[config.mk]
export PLATFORM = sky130hd
export DESIGN_NAME = single_wire_debug_serial_port
export DESIGN_NICKNAME = d
export VERILOG_FILES = /design/src/hdl/dbg_serial_pkg.sv /design/src/hdl/single_wire_debug_serial_port.sv
export SDC_FILE = /design/constraint.sdc
export NUM_CORES = 1
export LEC_CHECK = 0
export BUFFER_PORTS_ARGS = -buffer_cell sky130_fd_sc_hd__buf_2
export CAP_MARGIN = 15
export CORE_ASPECT_RATIO = 1.4
export CORE_MARGIN = 4
export CORE_UTILIZATION = 40
export DETAILED_ROUTE_END_ITERATION = 12
export HOLD_SLACK_MARGIN = 0.08
export PLACE_DENSITY_LB_ADDON = 0.05
export SLEW_MARGIN = 5
export SYNTH_ARGS = -nofsm -noshare
export SYNTH_HDL_FRONTEND = slang
export SYNTH_SLANG_ARGS = --single-unit
export TNS_END_PERCENT = 20
[constraint.sdc]
create_clock -name CLK -period 10.9 [get_ports CLK]
set_input_delay 0 -clock CLK [delete_from_list [all_inputs] [get_ports CLK]]
set_output_delay 0 -clock CLK [all_outputs]
set_load 0.005 [all_outputs]
[src/hdl/dbg_serial_pkg.sv]
// Constants and types for the single-wire debug serial port
package dbg_serial_pkg;
  localparam int unsigned TCLK_DIV       = 8;     // Core clocks per target clock
  localparam int unsigned BIT_TCLK       = 16;    // Target clocks per bit
  localparam int unsigned SAMPLE_TCLK    = 10;    // Receive sample point
  localparam int unsigned SPEEDUP_1_TCLK = 7;     // Speedup point when sending one
  localparam int unsigned LOW_0_TCLK     = 13;    // Low hold when sending zero
  localparam int unsigned TIMEOUT_TCLK   = 512;   // Gap between host edges
  localparam int unsigned ACK_LOW_TCLK   = 16;    // Acknowledge low time
  localparam int unsigned ACK_GAP_TCLK   = 32;    // Least gap before acknowledge
  localparam int unsigned STEAL_CYC      = 128;   // Wait for free bus cycle
  localparam int unsigned OPC_BITS       = 8;     // Opcode width
  localparam int unsigned FLD_BITS       = 16;    // Address and data width
  localparam logic [7:0]  OPC_ACK_ON     = 8'hD5; // Acknowledge enable
  localparam logic [7:0]  OPC_ACK_OFF    = 8'hD6; // Acknowledge disable
  localparam logic [1:0]  STRAP_CYC      = 2'h2;  // Clocks after reset to catch strap
  localparam logic [2:0]  DIV_LAST       = 3'(TCLK_DIV - 1);
  localparam logic [4:0]  BIT_LAST       = 5'(BIT_TCLK - 1);
  localparam logic [4:0]  SAMPLE_AT      = 5'(SAMPLE_TCLK);
  localparam logic [4:0]  SPEEDUP_AT     = 5'(SPEEDUP_1_TCLK);
  localparam logic [4:0]  ZERO_END       = 5'(LOW_0_TCLK);
  localparam logic [4:0]  ACK_END        = 5'(ACK_LOW_TCLK);
  localparam logic [5:0]  ACK_GAP        = 6'(ACK_GAP_TCLK);
  localparam logic [9:0]  TIMEOUT_LAST   = 10'(TIMEOUT_TCLK - 1);
  localparam logic [6:0]  STEAL_LAST     = 7'(STEAL_CYC - 1);
  localparam logic [5:0]  TX_BITS        = 6'(FLD_BITS);
  typedef enum logic [2:0] {S_RX, S_MEM, S_MEM_CAP, S_FW, S_ACK_WAIT, S_ACK, S_TX} state_t;
endpackage

[src/hdl/single_wire_debug_serial_port.sv]
// Device end of the single-wire debug serial port with memory and firmware hand-off
// Functional notes
// - Commands: opcode, then address and/or data
// - Every read returns a 16-bit word
// - Byte read: even high half, odd low
// - Odd word access drops address bit zero
// - Wait up to 128 cycles, then steal
// - Pin is mode strap just after reset only
// - Target clock is core clock over eight
// - Host falling edge starts bits, MSB first
// - Time out after 512 idle target clocks
// - Open drain line, speedup pulses driven high
// - Sample host bit ten target clocks in
// - Sending one: speedup at seven clocks
// - Sending zero: low 13 clocks, then speedup
// - Acknowledge: 16 clocks low plus speedup
`timescale 1ns/1ps
module single_wire_debug_serial_port
  import dbg_serial_pkg::*;
(
  input  wire logic        CLK,          // Core clock, 50 MHz
  input  wire logic        RESET,        // Asynchronous reset, active high
  input  wire logic        PIN_IN,       // Debug serial pin level
  output logic             PIN_OUT,      // Debug serial pin drive value
  output logic             PIN_OE_N,     // Debug serial pin drive enable, low drives
  output logic             SPECIAL_MODE, // Mode caught from pin after reset
  input  wire logic        MEM_FREE,     // Bus has a free cycle now
  input  wire logic [15:0] MEM_RDATA,    // Read word, valid while MEM_STB
  output logic             MEM_STB,      // One-cycle memory access strobe
  output logic             MEM_WE,       // Access is a write
  output logic [15:0]      MEM_ADDR,     // Even word address
  output logic [1:0]       MEM_BE,       // Byte enables, bit 1 is high byte
  output logic [15:0]      MEM_WDATA,    // Write word
  output logic             MEM_IN_MAP,   // Access with debug resources mapped in
  output logic             MEM_STOLEN,   // Access stole a bus cycle
  output logic             FW_REQ,       // Firmware command pending
  output logic [7:0]       FW_OPCODE,    // Firmware command opcode
  output logic [15:0]      FW_WDATA,     // Firmware command data
  input  wire logic        FW_DONE,      // Firmware finished the command
  input  wire logic [15:0] FW_RDATA      // Firmware read result
);
  // Operand decode shared by framing and dispatch
  function automatic logic has_addr(input logic [7:0] op);
    return op[7] & op[6] & ~op[4];
  endfunction
  function automatic logic is_read(input logic [7:0] op);
    return op[7] ? (has_addr(op) & op[5]) : (op[6] & op[5]);
  endfunction
  function automatic logic has_wdat(input logic [7:0] op);
    return op[7] ? (has_addr(op) & ~op[5]) : (op[6] & ~op[5]);
  endfunction
  function automatic logic [5:0] rx_len(input logic [7:0] op);
    return 6'(OPC_BITS) + (has_addr(op) ? 6'(FLD_BITS) : 6'h00) + (has_wdat(op) ? 6'(FLD_BITS) : 6'h00);
  endfunction

  logic [2:0]  div_q;                // Target clock divider
  logic        tick;                 // One target clock elapsed
  logic        s1_q, s2_q, s3_q;     // Pin synchroniser and edge history
  logic        fall;                 // Recognised falling edge
  logic [1:0]  strap_q;              // Clocks since reset release
  logic        strap_done_q, special_q;
  state_t      state_q, state_d;     // Command sequencing state
  logic        act_q, act_d;         // Bit time running
  logic [4:0]  tcnt_q, tcnt_d;       // Target clocks into bit
  logic [5:0]  nbits_q, nbits_d;     // Bits framed so far
  logic [15:0] sh_q, sh_d;           // Serial shift register
  logic [7:0]  op_q, op_d;           // Current opcode
  logic [15:0] addr_q, addr_d;       // Received address
  logic [15:0] wdat_q, wdat_d;       // Received write data
  logic [9:0]  to_q, to_d;           // Target clocks since last host edge
  logic [5:0]  gap_q, gap_d;         // Target clocks since command end
  logic [6:0]  wcnt_q, wcnt_d;       // Cycles waited for free bus
  logic        ack_en_q, ack_en_d;   // Acknowledge enabled
  logic        pout_q, pout_d, poen_q, poen_d;
  logic        stb_q, stb_d, stolen_q, stolen_d, freq_q, freq_d;

  assign tick = (div_q == DIV_LAST);
  assign fall = s3_q & ~s2_q & strap_done_q;

  // Divider, synchroniser and strap capture; the strap waits for the synchroniser to fill
  always_ff @(posedge CLK or posedge RESET) begin
    if (RESET) begin
      div_q        <= 3'h0;
      s1_q         <= 1'b1;
      s2_q         <= 1'b1;
      s3_q         <= 1'b1;
      strap_q      <= 2'h0;
      strap_done_q <= 1'b0;
      special_q    <= 1'b0;
    end else begin
      div_q <= div_q + 3'h1;
      s1_q  <= PIN_IN;
      s2_q  <= s1_q;
      s3_q  <= s2_q;
      if (!strap_done_q) begin
        strap_q <= strap_q + 2'h1;
        if (strap_q == STRAP_CYC) begin
          strap_done_q <= 1'b1;
          special_q    <= ~s2_q;
        end
      end
    end
  end

  // Framing, dispatch, acknowledge and pin drive
  always_comb begin
    state_d  = state_q;
    act_d    = act_q;
    tcnt_d   = tcnt_q;
    nbits_d  = nbits_q;
    sh_d     = sh_q;
    op_d     = op_q;
    addr_d   = addr_q;
    wdat_d   = wdat_q;
    to_d     = to_q;
    gap_d    = gap_q;
    wcnt_d   = wcnt_q;
    ack_en_d = ack_en_q;
    stb_d    = 1'b0;
    stolen_d = stolen_q;
    freq_d   = freq_q;
    pout_d   = 1'b1;
    poen_d   = 1'b1;
    if (act_q && tick) tcnt_d = tcnt_q + 5'h1;
    if (tick && gap_q != ACK_GAP) gap_d = gap_q + 6'h1;
    if (fall) to_d = 10'h000;
    else if (tick && to_q != TIMEOUT_LAST) to_d = to_q + 10'h001;
    unique case (state_q)
      S_RX: begin
        if (fall && !act_q) begin
          act_d  = 1'b1;
          tcnt_d = 5'h00;
        end
        if (act_q && tick && tcnt_q == SAMPLE_AT) begin
          sh_d    = {sh_q[14:0], s2_q};
          nbits_d = nbits_q + 6'h01;
        end
        if (act_q && tick && tcnt_q == BIT_LAST) begin
          act_d = 1'b0;
          if (nbits_q == 6'(OPC_BITS)) op_d = sh_q[7:0];
          if (nbits_q == 6'(OPC_BITS + FLD_BITS) && has_addr(op_q)) addr_d = sh_q;
          if (nbits_q == rx_len(nbits_q == 6'(OPC_BITS) ? sh_q[7:0] : op_q)) begin
            if (has_wdat(op_q)) wdat_d = sh_q;
            gap_d   = 6'h00;
            wcnt_d  = 7'h00;
            nbits_d = 6'h00;
            if (nbits_q != 6'(OPC_BITS) && has_addr(op_q)) state_d = S_MEM;
            else if (nbits_q == 6'(OPC_BITS) && sh_q[7]) begin
              if (sh_q[7:0] == OPC_ACK_ON) ack_en_d = 1'b1;
              if (sh_q[7:0] == OPC_ACK_OFF) ack_en_d = 1'b0;
              state_d = S_ACK_WAIT;
            end else begin
              freq_d  = 1'b1;
              state_d = S_FW;
            end
          end
        end else if (nbits_q != 6'h00 && !act_q && tick && to_q == TIMEOUT_LAST) begin
          nbits_d = 6'h00;
        end
      end
      S_MEM: begin
        wcnt_d = wcnt_q + 7'h01;
        if (MEM_FREE || wcnt_q == STEAL_LAST) begin
          stb_d    = 1'b1;
          stolen_d = ~MEM_FREE;
          state_d  = S_MEM_CAP;
        end
      end
      S_MEM_CAP: begin
        if (is_read(op_q)) begin
          if (op_q[3]) sh_d = MEM_RDATA;
          else sh_d = addr_q[0] ? {8'h00, MEM_RDATA[7:0]} : {MEM_RDATA[15:8], 8'h00};
        end
        state_d = S_ACK_WAIT;
      end
      S_FW: begin
        if (FW_DONE) begin
          freq_d = 1'b0;
          if (is_read(op_q)) sh_d = FW_RDATA;
          state_d = S_ACK_WAIT;
        end
      end
      S_ACK_WAIT: begin
        if (fall) begin
          state_d = S_RX; // Short abort pulse drops the pending answer
        end else if (!ack_en_q) begin
          state_d = is_read(op_q) ? S_TX : S_RX;
        end else if (gap_q == ACK_GAP) begin
          act_d   = 1'b1;
          tcnt_d  = 5'h00;
          state_d = S_ACK;
        end
      end
      S_ACK: begin
        if (tcnt_q < ACK_END) begin
          pout_d = 1'b0;
          poen_d = 1'b0;
        end else begin
          poen_d = 1'b0;
          if (tick) begin
            act_d   = 1'b0;
            state_d = is_read(op_q) ? S_TX : S_RX;
          end
        end
      end
      S_TX: begin
        if (fall && !act_q) begin
          act_d  = 1'b1;
          tcnt_d = 5'h00;
          if (!sh_q[15]) begin
            pout_d = 1'b0;
            poen_d = 1'b0;
          end
        end
        if (act_q) begin
          if (sh_q[15] && tcnt_q == SPEEDUP_AT) poen_d = 1'b0;
          if (!sh_q[15] && tcnt_q <= ZERO_END) begin
            poen_d = 1'b0;
            pout_d = (tcnt_q == ZERO_END);
          end
          if (tick && tcnt_q == BIT_LAST) begin
            act_d   = 1'b0;
            sh_d    = {sh_q[14:0], 1'b0};
            nbits_d = nbits_q + 6'h01;
            if (nbits_q == TX_BITS - 6'h01) begin
              nbits_d = 6'h00;
              state_d = S_RX;
            end
          end
        end else if (tick && to_q == TIMEOUT_LAST && nbits_q != 6'h00) begin
          nbits_d = 6'h00;
          state_d = S_RX;
        end
      end
    endcase
  end

  // Registers of the sequencer; the pin is released in reset so the strap can be read
  always_ff @(posedge CLK or posedge RESET) begin
    if (RESET) begin
      state_q  <= S_RX;
      act_q    <= 1'b0;
      tcnt_q   <= 5'h00;
      nbits_q  <= 6'h00;
      sh_q     <= 16'h0000;
      op_q     <= 8'h00;
      addr_q   <= 16'h0000;
      wdat_q   <= 16'h0000;
      to_q     <= 10'h000;
      gap_q    <= 6'h00;
      wcnt_q   <= 7'h00;
      ack_en_q <= 1'b0;
      pout_q   <= 1'b1;
      poen_q   <= 1'b1;
      stb_q    <= 1'b0;
      stolen_q <= 1'b0;
      freq_q   <= 1'b0;
    end else begin
      state_q  <= state_d;
      act_q    <= act_d;
      tcnt_q   <= tcnt_d;
      nbits_q  <= nbits_d;
      sh_q     <= sh_d;
      op_q     <= op_d;
      addr_q   <= addr_d;
      wdat_q   <= wdat_d;
      to_q     <= to_d;
      gap_q    <= gap_d;
      wcnt_q   <= wcnt_d;
      ack_en_q <= ack_en_d;
      pout_q   <= pout_d;
      poen_q   <= poen_d;
      stb_q    <= stb_d;
      stolen_q <= stolen_d;
      freq_q   <= freq_d;
    end
  end

  assign PIN_OUT      = pout_q;
  assign PIN_OE_N     = poen_q;
  assign SPECIAL_MODE = special_q;
  assign MEM_STB      = stb_q;
  assign MEM_WE       = ~op_q[5];
  assign MEM_ADDR     = {addr_q[15:1], 1'b0};
  assign MEM_BE       = op_q[3] ? 2'h3 : (addr_q[0] ? 2'h1 : 2'h2);
  assign MEM_WDATA    = wdat_q;
  assign MEM_IN_MAP   = op_q[2];
  assign MEM_STOLEN   = stolen_q;
  assign FW_REQ       = freq_q;
  assign FW_OPCODE    = op_q;
  assign FW_WDATA     = wdat_q;

  // Checks beside the logic
  div_period_a: assert property (@(posedge CLK) disable iff (RESET) tick |=> !tick [*7] ##1 tick)
    else $error("target clock period wrong");
  strap_release_a: assert property (@(posedge CLK) disable iff (RESET) !strap_done_q |-> PIN_OE_N)
    else $error("pin driven before strap caught");
  one_speedup_a: assert property (@(posedge CLK) disable iff (RESET)
    (state_q == S_TX && act_q && sh_q[15] && !poen_q) |-> (tcnt_q == SPEEDUP_AT + 5'h1 || $past(tcnt_q) == SPEEDUP_AT))
    else $error("speedup for one at wrong time");
  zero_hold_a: assert property (@(posedge CLK) disable iff (RESET)
    (state_q == S_TX && act_q && !sh_q[15] && $rose(PIN_OUT)) |-> $past(tcnt_q) == ZERO_END)
    else $error("zero low time wrong");
  ack_low_a: assert property (@(posedge CLK) disable iff (RESET)
    (state_q == S_ACK && $rose(PIN_OUT)) |-> $past(tcnt_q) == ACK_END)
    else $error("acknowledge low time wrong");
  steal_bound_a: assert property (@(posedge CLK) disable iff (RESET)
    $rose(state_q == S_MEM) |-> ##[1:128] MEM_STB)
    else $error("bus cycle not taken in time");
  word_align_a: assert property (@(posedge CLK) disable iff (RESET) MEM_STB |-> !MEM_ADDR[0])
    else $error("odd word address on bus");
  byte_place_a: assert property (@(posedge CLK) disable iff (RESET)
    (state_q == S_MEM_CAP && is_read(op_q) && !op_q[3] && !addr_q[0]) |=> sh_q[7:0] == 8'h00)
    else $error("even byte not in high half");
  timeout_a: assert property (@(posedge CLK) disable iff (RESET)
    (state_q == S_RX && !act_q && nbits_q != 6'h00 && tick && to_q == TIMEOUT_LAST && !fall) |=> nbits_q == 6'h00)
    else $error("timeout did not drop command");
  sample_at_a: assert property (@(posedge CLK) disable iff (RESET)
    (state_q == S_RX && $changed(nbits_q) && nbits_q != 6'h00) |-> $past(tcnt_q) == SAMPLE_AT)
    else $error("bit sampled at wrong time");
  hw_read_c: cover property (@(posedge CLK) disable iff (RESET) state_q == S_MEM_CAP && is_read(op_q));
  fw_cmd_c: cover property (@(posedge CLK) disable iff (RESET) FW_REQ && FW_DONE);
  ack_c: cover property (@(posedge CLK) disable iff (RESET) state_q == S_ACK && tcnt_q == ACK_END);
  steal_c: cover property (@(posedge CLK) disable iff (RESET) MEM_STB && MEM_STOLEN);
endmodule

==> run metrics, run 1 <==
crit-path max cell delay=0.89 ns; DR vias/cell=5.23; Post-synth EDFFs=0; CP Capture Point=FW_WDATA[9]; total track usage=0.172; max cap viols=0; Worst-Skew Late Latency=0.35 ns; Area growth syn-to-layout=13.6%; status=completed; FMAX=243 MHz; Syn Area/Cell=10.2 um^2; I/O Buffers=101; critical path, cell by cell=inv_1, ha_1, nand3b_1, or4b_1, o21ai_0, ha_1, xor2_1, nor3b_2, nand2_2, mux2_2; Hold Crit Class=input pin to flip-flop; Data arrival, critical path=4.35 ns; slew margin rel.=0.283; period utilization=0.378; Tmin final=4.12 ns; Core Region=14100 um^2; # diodes=0; final cell count without fillers=830; leakage=0.00331 uW; Power, Total=1290 uW; power per cell area=196 nW/um^2; chip width=110 um; I/O Pins=103; largest net degree at the start of global routing=65; GP Congestion=0.854; reg2reg setup slack=6.78 ns; chip height=151 um; Worst R2R Path Depth=10; drt pass-1 iters=4; CTS tree=yes; post-synthesis sequential area ratio=0.474; vias in the first global route=4424; Final ANT Viol Nets=0; Post-Synthesis Cells=573; Worst Setup End Kind=flip-flop; Net Count, Synth=624; drt first-iter violations=164; Clock Tree Buf Depth=2; Synth top area share=0.451; Worst-Margin Slew=1.07 ns; Cell Area, Synth=5830 um^2; WP data required=11.13 ns; VDD IR-drop max=0.0000901 V; worst r2r dst=FW_WDATA[9]; Clk pin slew, worst setup/hold paths=0.08 ns; setup violators final=0; WL final=13800 um; clock root buffer=clkbuf_16; Crit-path slowest cell=nor3b_2; Synth warnings=0; top post-synthesis cells by area=dfrtp_1, mux2_2, buf_4, nand2_1, o21ai_0; initial antenna violation count=0; number of synthesized register bits=110; routed len/inst=16.6 um; Min Hold Slack=0.0856 ns; CTS Buf Count=9; share of cells above drive strength 1=0.305; cell mode on critical path=ha_1; unrepaired setup endpoints after global routing=no; Max Clock Skew=0.0102 ns; total grt overflow=0; post-layout util=0.469; crit path from=nbits_q[0]; Post-route DRC=0; final net count=691; first-pass GRT wire length=22500 um; crit start category=flip-flop; placed cell count=806; critical path class=flip-flop to flip-flop; PostCTS Resize Cnt=0; Post-synth top flop=dfrtp_1; peak fanout along the critical path=16; filler cell count in the final layout=1350; aggregate negative setup slack=0 ns; die area=16600 um^2; cell type with the largest total area after synthesis=dfrtp_1; count of cell types in the netlist=59; final hold violation count=0; row cnt=51; reg2reg start=nbits_q[0]; Initial Util=0.413; via count=4340; DP Wirelength=9870 um; CTS Sinks=110; count of final max-slew check failures=0; # H-tree levels=3; asr flop ratio synth=1.00
[cell type report]
class	instances	area (um^2)	area share
sequential	110	2760	0.417
clock inverter	6	51.3	0.00775
multi-input combinational	388	2660	0.401
timing repair buffer	112	608	0.0919
inverter	19	73.8	0.0112
tap	185	231	0.0350
clock buffer	10	239	0.0361
[flip-flops by register name (all words and copies together), names as in the netlist, 2 cells and up]
register / count
div_q: 3
FW_OPCODE: 8
tcnt_q: 5
nbits_q: 6
addr_q: 16
to_q: 10
strap_q: 2
gap_q: 6
FW_WDATA: 16
state_q: 3
wcnt_q: 7
sh_q: 16
[worst max-delay path: cells and delay by family (launching register included)]
family / cells / cell delay [ns]
simple gates: 4 / 2.19
xor+xnor: 1 / 0.17
flops: 1 / 0.41
mux: 1 / 0.42
fa+ha+maj: 2 / 0.45
buf+inv: 1 / 0.10
compound gates: 1 / 0.26
[cells in the mapped netlist, drive strengths merged (2+ instances only)]
master   instances
nand3           19
nor4             3
inv             19
nor2b            4
dfstp            5
o311ai           2
clkbuf          19
nand2b           6
nor3b            2
or4b             2
o211ai           4
and3            23
o21ai           36
buf             37
a21oi           30
nor2            45
mux2            56
nand3b           3
nand2           50
nand4b           3
o31ai            3
ha              14
a211oi           4
nor3             6
xnor2            8
and2             5
a31oi           12
or2              2
or4              3
a32oi            2
o2bb2ai          2
o22ai            2
dfrtp          105
xor2            17
nand4            7
[cells by family after synthesis]
family	Yosys count	share of synthesized area
DFF	110	0.474
AOI/OAI and AO/OA	104	0.111
adders and majority gates	14	0.0301
muxes	57	0.110
xor gates and xnor gates	25	0.0376
buffers and inverters	75	0.0704
and+or+nand+nor	187	0.167
other	1	0.000644
[placed cells by master, fill, tap and decap left out, types with 3 or more instances in the layout]
cell type,count
dfstp_2,5
and2_1,5
inv_1,18
and3_1,23
o31ai_1,3
nand2_1,49
nand4_1,7
o21ai_0,36
nand4b_1,3
buf_2,101
nor2b_1,4
nor3_1,5
nor2_1,45
nand2b_1,6
mux2_2,56
ha_1,14
a21oi_1,30
clkbuf_16,9
o211ai_1,3
nand3b_1,3
dlygate4sd3_1,8
xor2_1,17
a31oi_1,12
dfrtp_1,105
xnor2_1,8
inv_6,3
nand3_1,17
a211oi_1,3
buf_4,3
[power breakdown]
group	leakage, uW	total, uW	internal [uW]	switching [uW]
clock network	0.000140	321	165	156
registers	0.00144	559	470	89.5
logic	0.00173	414	179	235
total	0.00331	1290	814	480
[how the worst min path moves through the flow]
stage                      start   endpoint  slack, ns  cells after the start
floorplan                 PIN_IN       s1_q      0.004                      0
global placement           RESET  tcnt_q[2]       0.11                      2
detailed placement         RESET  tcnt_q[3]       0.11                      2
CTS                  FW_RDATA[8]    sh_q[8]       0.08                      4
global route        FW_RDATA[11]   sh_q[11]       0.09                      4
finish              FW_RDATA[11]   sh_q[11]       0.09                      4
[timing repair]
item / in CTS / in global routing
hold endpoints to repair: 48 / 0
buffers inserted: 0 / 0
hold buffers: 8 / 0
[metal layers]
| metal | global-route usage | up-vias | part of all wire |
|---|---|---|---|
| met5 | 0 | - | 0 |
| met4 | 0.0518 | 0 | 0.016 |
| met3 | 0.0273 | 16 | 0.044 |
| met2 | 0.317 | 98 | 0.53 |
| met1 | 0.203 | 2114 | 0.41 |
| li1 | - | 2112 | - |
[stage by stage]
step           instance area, um^2  worst slack (ns)
2_1_floorplan                 5830              7.45
3_3_place_gp                  6250              6.91
3_5_place_dp                  6250              6.71
4_1_cts                       6620              6.66
5_1_grt                       6620              6.47
6_report                      6620              6.78
No activity file was read; power rests on OpenSTA's default activity.
==> run 2, diff against run 1 <==
--- a/config.mk
+++ b/config.mk
@@ -5,6 +5,7 @@
 export SDC_FILE = /design/constraint.sdc
 export NUM_CORES = 1
 export LEC_CHECK = 0
+export ABC_AREA = 1
 export BUFFER_PORTS_ARGS = -buffer_cell sky130_fd_sc_hd__buf_2
 export CAP_MARGIN = 15
 export CORE_ASPECT_RATIO = 1.4
==> constraint.sdc (replaced) <==
create_clock -name CLK -period 3.35 [get_ports CLK]
set_input_delay 0 -clock CLK [delete_from_list [all_inputs] [get_ports CLK]]
set_output_delay 0 -clock CLK [all_outputs]
set_load 0.005 [all_outputs]
==> run 2 against run 1 <==
Non-clock buffer count rose by 33. Final cell count is 33% higher. Clock-buffer cell count did not move. Synthesized cell count up 40%. Sequential share of layout area is 3.8 points lower. Wire length rose by 17%. Sequential power rose to 2.5 times the previous value. First-iteration DRC count up 57%. Clock power increased to 3.3 times the previous value. Flip-flop and latch count stayed put. Worst hold slack improved by 0.16 ns. Core utilization increased by 1.4 points. Largest cell class unchanged.
==> run metrics, run 2 <==
Post-Synthesis Cells=800; Data arrival, critical path=3.25 ns; most frequent cells in the layout=nand2_1, dfrtp_1, buf_2; Worst Setup End Kind=flip-flop; Synth warnings=0; crit start category=flip-flop; cell with the most instances after synthesis=nand2_1; Synth top area share=0.426; FMAX=332 MHz; largest net degree at the start of global routing=61; critical path, cell by cell=inv_1, ha_1, nand2_1, nor2_4, nand2_2, inv_1, nand2_1, o21ai_0, nor3b_2, ha_1, inv_1, nand2_1, nand2_1, nand3_1, nor2_2, nor2_1, nor2_2, nand2_1, nand2_1, nand2_1; M1 WL=6640 um; CP top delay family=simple AND/OR/NAND/NOR gates; count of final max-slew check failures=0; Power, Total=2670 uW; initial antenna violation count=0; metal3 WL=547 um; row cnt=53; final hold violation count=0; synth cell count leaders=nand2_1, dfrtp_1, inv_1; Worst-Margin Slew=0.973 ns; DR vias/cell=4.94; Worst Path Buf+Inv=3; WL met2=8560 um; drt first-iter violations=257; setup violators final=0; CTS tree=yes; period utilization=0.899; crit path from=nbits_q[1]; Critical Path Stages=20; I/O Pins=103; DP Wirelength=11900 um; leakage=0.00364 uW; routed len/inst=14.6 um; Max Clock Skew=0.00667 ns; Net Count, Synth=851; CTS Sinks=110; reg2reg start=nbits_q[1]; setup bufs post-CTS=0; share of cells above drive strength 1=0.190; status=completed; post-synthesis sequential area ratio=0.447; unrepaired setup endpoints after global routing=no; cell type with the largest total area after synthesis=dfrtp_1; Syn Area/Cell=7.72 um^2; GP Congestion=0.931; top post-synthesis cells by area=dfrtp_1, nand2_1, inv_1, nor2_1, nand3_1; crit-path max cell delay=0.45 ns; max cap viols=0; chip width=113 um; critical path class=flip-flop to flip-flop; VDD IR-drop max=0.000305 V; CTS Buf Count=9; Area growth syn-to-layout=17.9%; most common cell after layout, fill and taps aside=nand2_1; reg2reg setup slack=0.34 ns; Initial Util=0.410; number of synthesized register bits=110; final net count=955; Hold Crit Class=input pin to flip-flop; Post-synth top flop=dfrtp_1; slew margin rel.=0.349; worst r2r dst=state_q[0]; asr flop ratio synth=1.00; # diodes=0; total track usage=0.186; clock root buffer=clkbuf_16; Tmin final=3.01 ns; cell mode on critical path=nand2_1; WP data required=3.59 ns; Crit-path slowest cell=dfrtp_2; Core Region=15100 um^2; total grt overflow=0; I/O Buffers=101; die area=17500 um^2; aggregate negative setup slack=0 ns; Post-synth EDFFs=0; Post-route DRC=0; vias in the first global route=5358; chip height=155 um; Worst-Skew Late Latency=0.35 ns; Cell Area, Synth=6170 um^2; # H-tree levels=3; peak fanout along the critical path=9; via count=5440; Final ANT Viol Nets=0; Clock Tree Buf Depth=2; Clk pin slew, worst setup/hold paths=0.08 ns; WL final=16100 um; count of cell types in the netlist=40; CP Capture Point=state_q[0]; first-pass GRT wire length=26400 um; drt pass-1 iters=5; power per cell area=367 nW/um^2; highest routed layer=met4; Worst R2R Path Depth=20
run 2: repair_timing:
item	in CTS	in global routing
endpoints found under the hold margin	75	0
resized for setup	0	6
hold buffers	35	0
endpoints found under the setup margin	0	30
run 2: cell type report:
cell class / count / area (um^2)
clock buffers: 10 / 229
clock inverters: 6 / 51.3
fillers: 1510 / 7770
inverters: 92 / 348
multi-input cells: 546 / 2730
flip-flops and latches: 110 / 2760
well taps: 192 / 240
repair buffers: 145 / 923
run 2: cells by family (layout without fill, tap and decap cells):
group                    count (synthesis)  count (layout)  share of synthesized area
buffers and inverters                  144             253                      0.114
adder cells (fa/ha/maj)                 14              14                     0.0284
AO/OA/AOI/OAI                          129             129                      0.123
flip-flops                             110             110                      0.447
other                                    1               1                   0.000608
AND/OR/NAND/NOR                        392             392                      0.273
XOR/XNOR                                10              10                     0.0142
run 2: report_power, final:
part	internal (uW)	total, uW	switching (uW)
registers	1360	1400	41.2
clock network	520	1050	527
logic	92.7	224	131
run 2: per-layer routing:
metal,track usage,vias to the layer above
met2,0.347,117
met3,0.0288,21
li1,-,2742
met1,0.217,2560
met5,0,-
met4,0.0567,0
run 2: through the flow:
step	cell area (um^2)	hold WS [ns]	setup WS, ns	instances	utilization
after CTS	7260	0.238	0.0627	1101	0.482
after global routing	7280	0.291	0.0303	1101	0.484
after detailed placement	6630	0.108	0.0870	1050	0.440
after global placement	6630	0.106	0.286	1050	0.440
after floorplan	6170	0.00448	0.456	800	-
final	7280	0.248	0.338	1101	0.484
run 2: how the worst min path moves through the flow:
stage | startpoint | end | slack (ns) | cells past startpoint
floorplan | PIN_IN | s1_q | 0.004 | 0
global placement | PIN_IN | s1_q | 0.11 | 1
detailed placement | PIN_IN | s1_q | 0.11 | 1
CTS | FW_DONE | FW_REQ | 0.24 | 7
global route | PIN_IN | s1_q | 0.29 | 2
finish | FW_DONE | FW_REQ | 0.25 | 7
run 2: worst reg2reg max path, cell delays in order (launching register included):
cell	delay (ns)
dfrtp_2	0.45
inv_1	0.09
ha_1	0.19
nand2_1	0.10
nor2_4	0.15
nand2_2	0.13
inv_1	0.09
nand2_1	0.09
o21ai_0	0.12
nor3b_2	0.21
ha_1	0.26
inv_1	0.06
nand2_1	0.05
nand2_1	0.08
nand3_1	0.15
nor2_2	0.21
nor2_1	0.09
nor2_2	0.16
nand2_1	0.11
nand2_1	0.08
nand2_1	0.05
==> run 3, diff against run 2 <==
--- a/config.mk
+++ b/config.mk
@@ -10,7 +10,7 @@
 export CAP_MARGIN = 15
 export CORE_ASPECT_RATIO = 1.4
 export CORE_MARGIN = 4
-export CORE_UTILIZATION = 40
+export CORE_UTILIZATION = 51
 export DETAILED_ROUTE_END_ITERATION = 12
 export HOLD_SLACK_MARGIN = 0.08
 export PLACE_DENSITY_LB_ADDON = 0.05
==> run 3 against run 2 <==
Combinational power decreased by 2%. Non-clock buffer count decreased by 3. First-iteration DRC count increased by 15%. Die area decreased by 20%. Worst setup slack got worse by 0.025 ns. Clock-buffer cell count unchanged. Worst hold slack got worse by 0.018 ns. Critical path depth decreased by 1. Critical path type unchanged. Total power increased by 0.77%.
==> run metrics, run 3 (synthesis gave the netlist of run 2 again) <==
status=completed; setup violators final=0; Worst-Skew Late Latency=0.36 ns; register area=2760 um^2; worst r2r dst=FW_WDATA[0]; Clock Tree Buf Depth=2; count of final max-slew check failures=0; Final ANT Viol Nets=0; critical path, cell by cell=inv_1, ha_1, nand2_1, nor2_2, nand2_1, inv_1, nand2_1, o21ai_0, a211oi_1, ha_1, inv_1, nand2_1, nand2_1, nand4_1, nor2_2, nand3_2, buf_4, nand2_1, o21ai_1; most common cell after layout, fill and taps aside=nand2_1; critical path class=flip-flop to flip-flop; chip width=101 um; Hold Crit Class=input pin to flip-flop; filler cell count in the final layout=1070; final hold violation count=0; Area growth syn-to-layout=16.8%; cell mode on critical path=nand2_1; total track usage=0.228; crit start category=flip-flop; max cap viols=0; CTS tree=yes; die area=14000 um^2; aggregate negative setup slack=0 ns; CTS Buf Count=9; WP data required=3.59 ns; setup bufs post-CTS=0; # H-tree levels=3; Min Hold Slack=0.230 ns; Worst Hold End=FW_REQ; power per cell area=374 nW/um^2; unrepaired setup endpoints after global routing=no; GP Congestion=0.847; drt first-iter violations=295; DP Wirelength=11100 um; CTS Sinks=110; Tmin final=3.04 ns; row cnt=47; Worst-Margin Slew=1.01 ns; multi-input logic area=2730 um^2; Worst R2R Path Depth=19; total grt overflow=0; hold path depth=6; via count=5469; drt pass-1 iters=5; Max Clock Skew=0.0130 ns; final net count=952; slew margin rel.=0.321; Initial Util=0.522; DR vias/cell=5.19; vias in the first global route=5478; FMAX=329 MHz; hold path start=FW_DONE; chip height=138 um; Core Region=11800 um^2; first-pass GRT wire length=26000 um; Crit-path slowest cell=dfrtp_2; routed len/inst=14.5 um; WL final=15200 um; most frequent cells in the layout=nand2_1, dfrtp_1, buf_2; reg2reg setup slack=0.31 ns; Clk pin slew, worst setup/hold paths=0.08 ns; period utilization=0.906; reg2reg start=nbits_q[0]; I/O Buffers=101; largest net degree at the start of global routing=80; Data arrival, critical path=3.27 ns; # diodes=0; initial antenna violation count=0; peak fanout along the critical path=32; Post-route DRC=0; clock root buffer=clkbuf_16; VDD IR-drop max=0.000243 V; leakage=0.00363 uW; Worst Setup End Kind=flip-flop; share of cells above drive strength 1=0.188; I/O Pins=103; crit-path max cell delay=0.44 ns
-- run 3: timing repair --
item / CTS / global route
setup endpoints to repair: 0 / 26
hold endpoints to repair: 93 / 0
resized for setup: 0 / 6
hold buffers: 35 / 0
-- run 3: metrics by stage --
step	total power, uW	instance area (um^2)	util	instances	worst slack, ns
after CTS	2720	7190	0.609	1053	0.112
after global placement	1630	6550	0.554	1002	0.309
after global routing	2810	7210	0.610	1053	0.0171
after floorplan	1560	6170	-	800	0.456
final	2700	7210	0.610	1053	0.314
after detailed placement	1630	6550	0.554	1002	0.134
-- run 3: worst max path at each step --
| stage | to | from | cells past startpoint |
|---|---|---|---|
| global route | state_q[0] | nbits_q[0] | 20 |
| CTS | state_q[2] | nbits_q[0] | 20 |
| detailed placement | wcnt_q[0] | nbits_q[0] | 20 |
| global placement | wcnt_q[0] | nbits_q[0] | 20 |
| finish | FW_WDATA[0] | nbits_q[0] | 19 |
| floorplan | FW_OPCODE[0] | RESET | 1 |
-- run 3: report_power, final --
group          internal (uW)  switching, uW
registers               1360           43.6
logic                   92.8            127
clock network            529            541
total                   1980            712
-- run 3: layout make-up --
class	instances	share of cell area
flip-flops and latches	110	0.383
multi-input cells	546	0.378
inverters	92	0.0482
clock buffers	10	0.0318
repair buffers	142	0.125
clock inverters	6	0.00868
well taps	147	0.0255
-- run 3: worst max-delay path, delay by kind of cell (launching register included) --
kind | cells | cell delay [ns]
and+or+nand+nor | 10 | 1.06
AOI/OAI and AO/OA | 3 | 0.44
buffers and inverters | 4 | 0.48
adders and majority gates | 2 | 0.49
DFF | 1 | 0.44
-- run 3: metal layers --
layer | up-vias | share of wire | GRT usage
met1 | 2571 | 0.42 | 0.277
met3 | 32 | 0.038 | 0.0378
li1 | 2740 | - | -
met5 | - | 0 | 0
met2 | 126 | 0.52 | 0.398
met4 | 0 | 0.024 | 0.0868
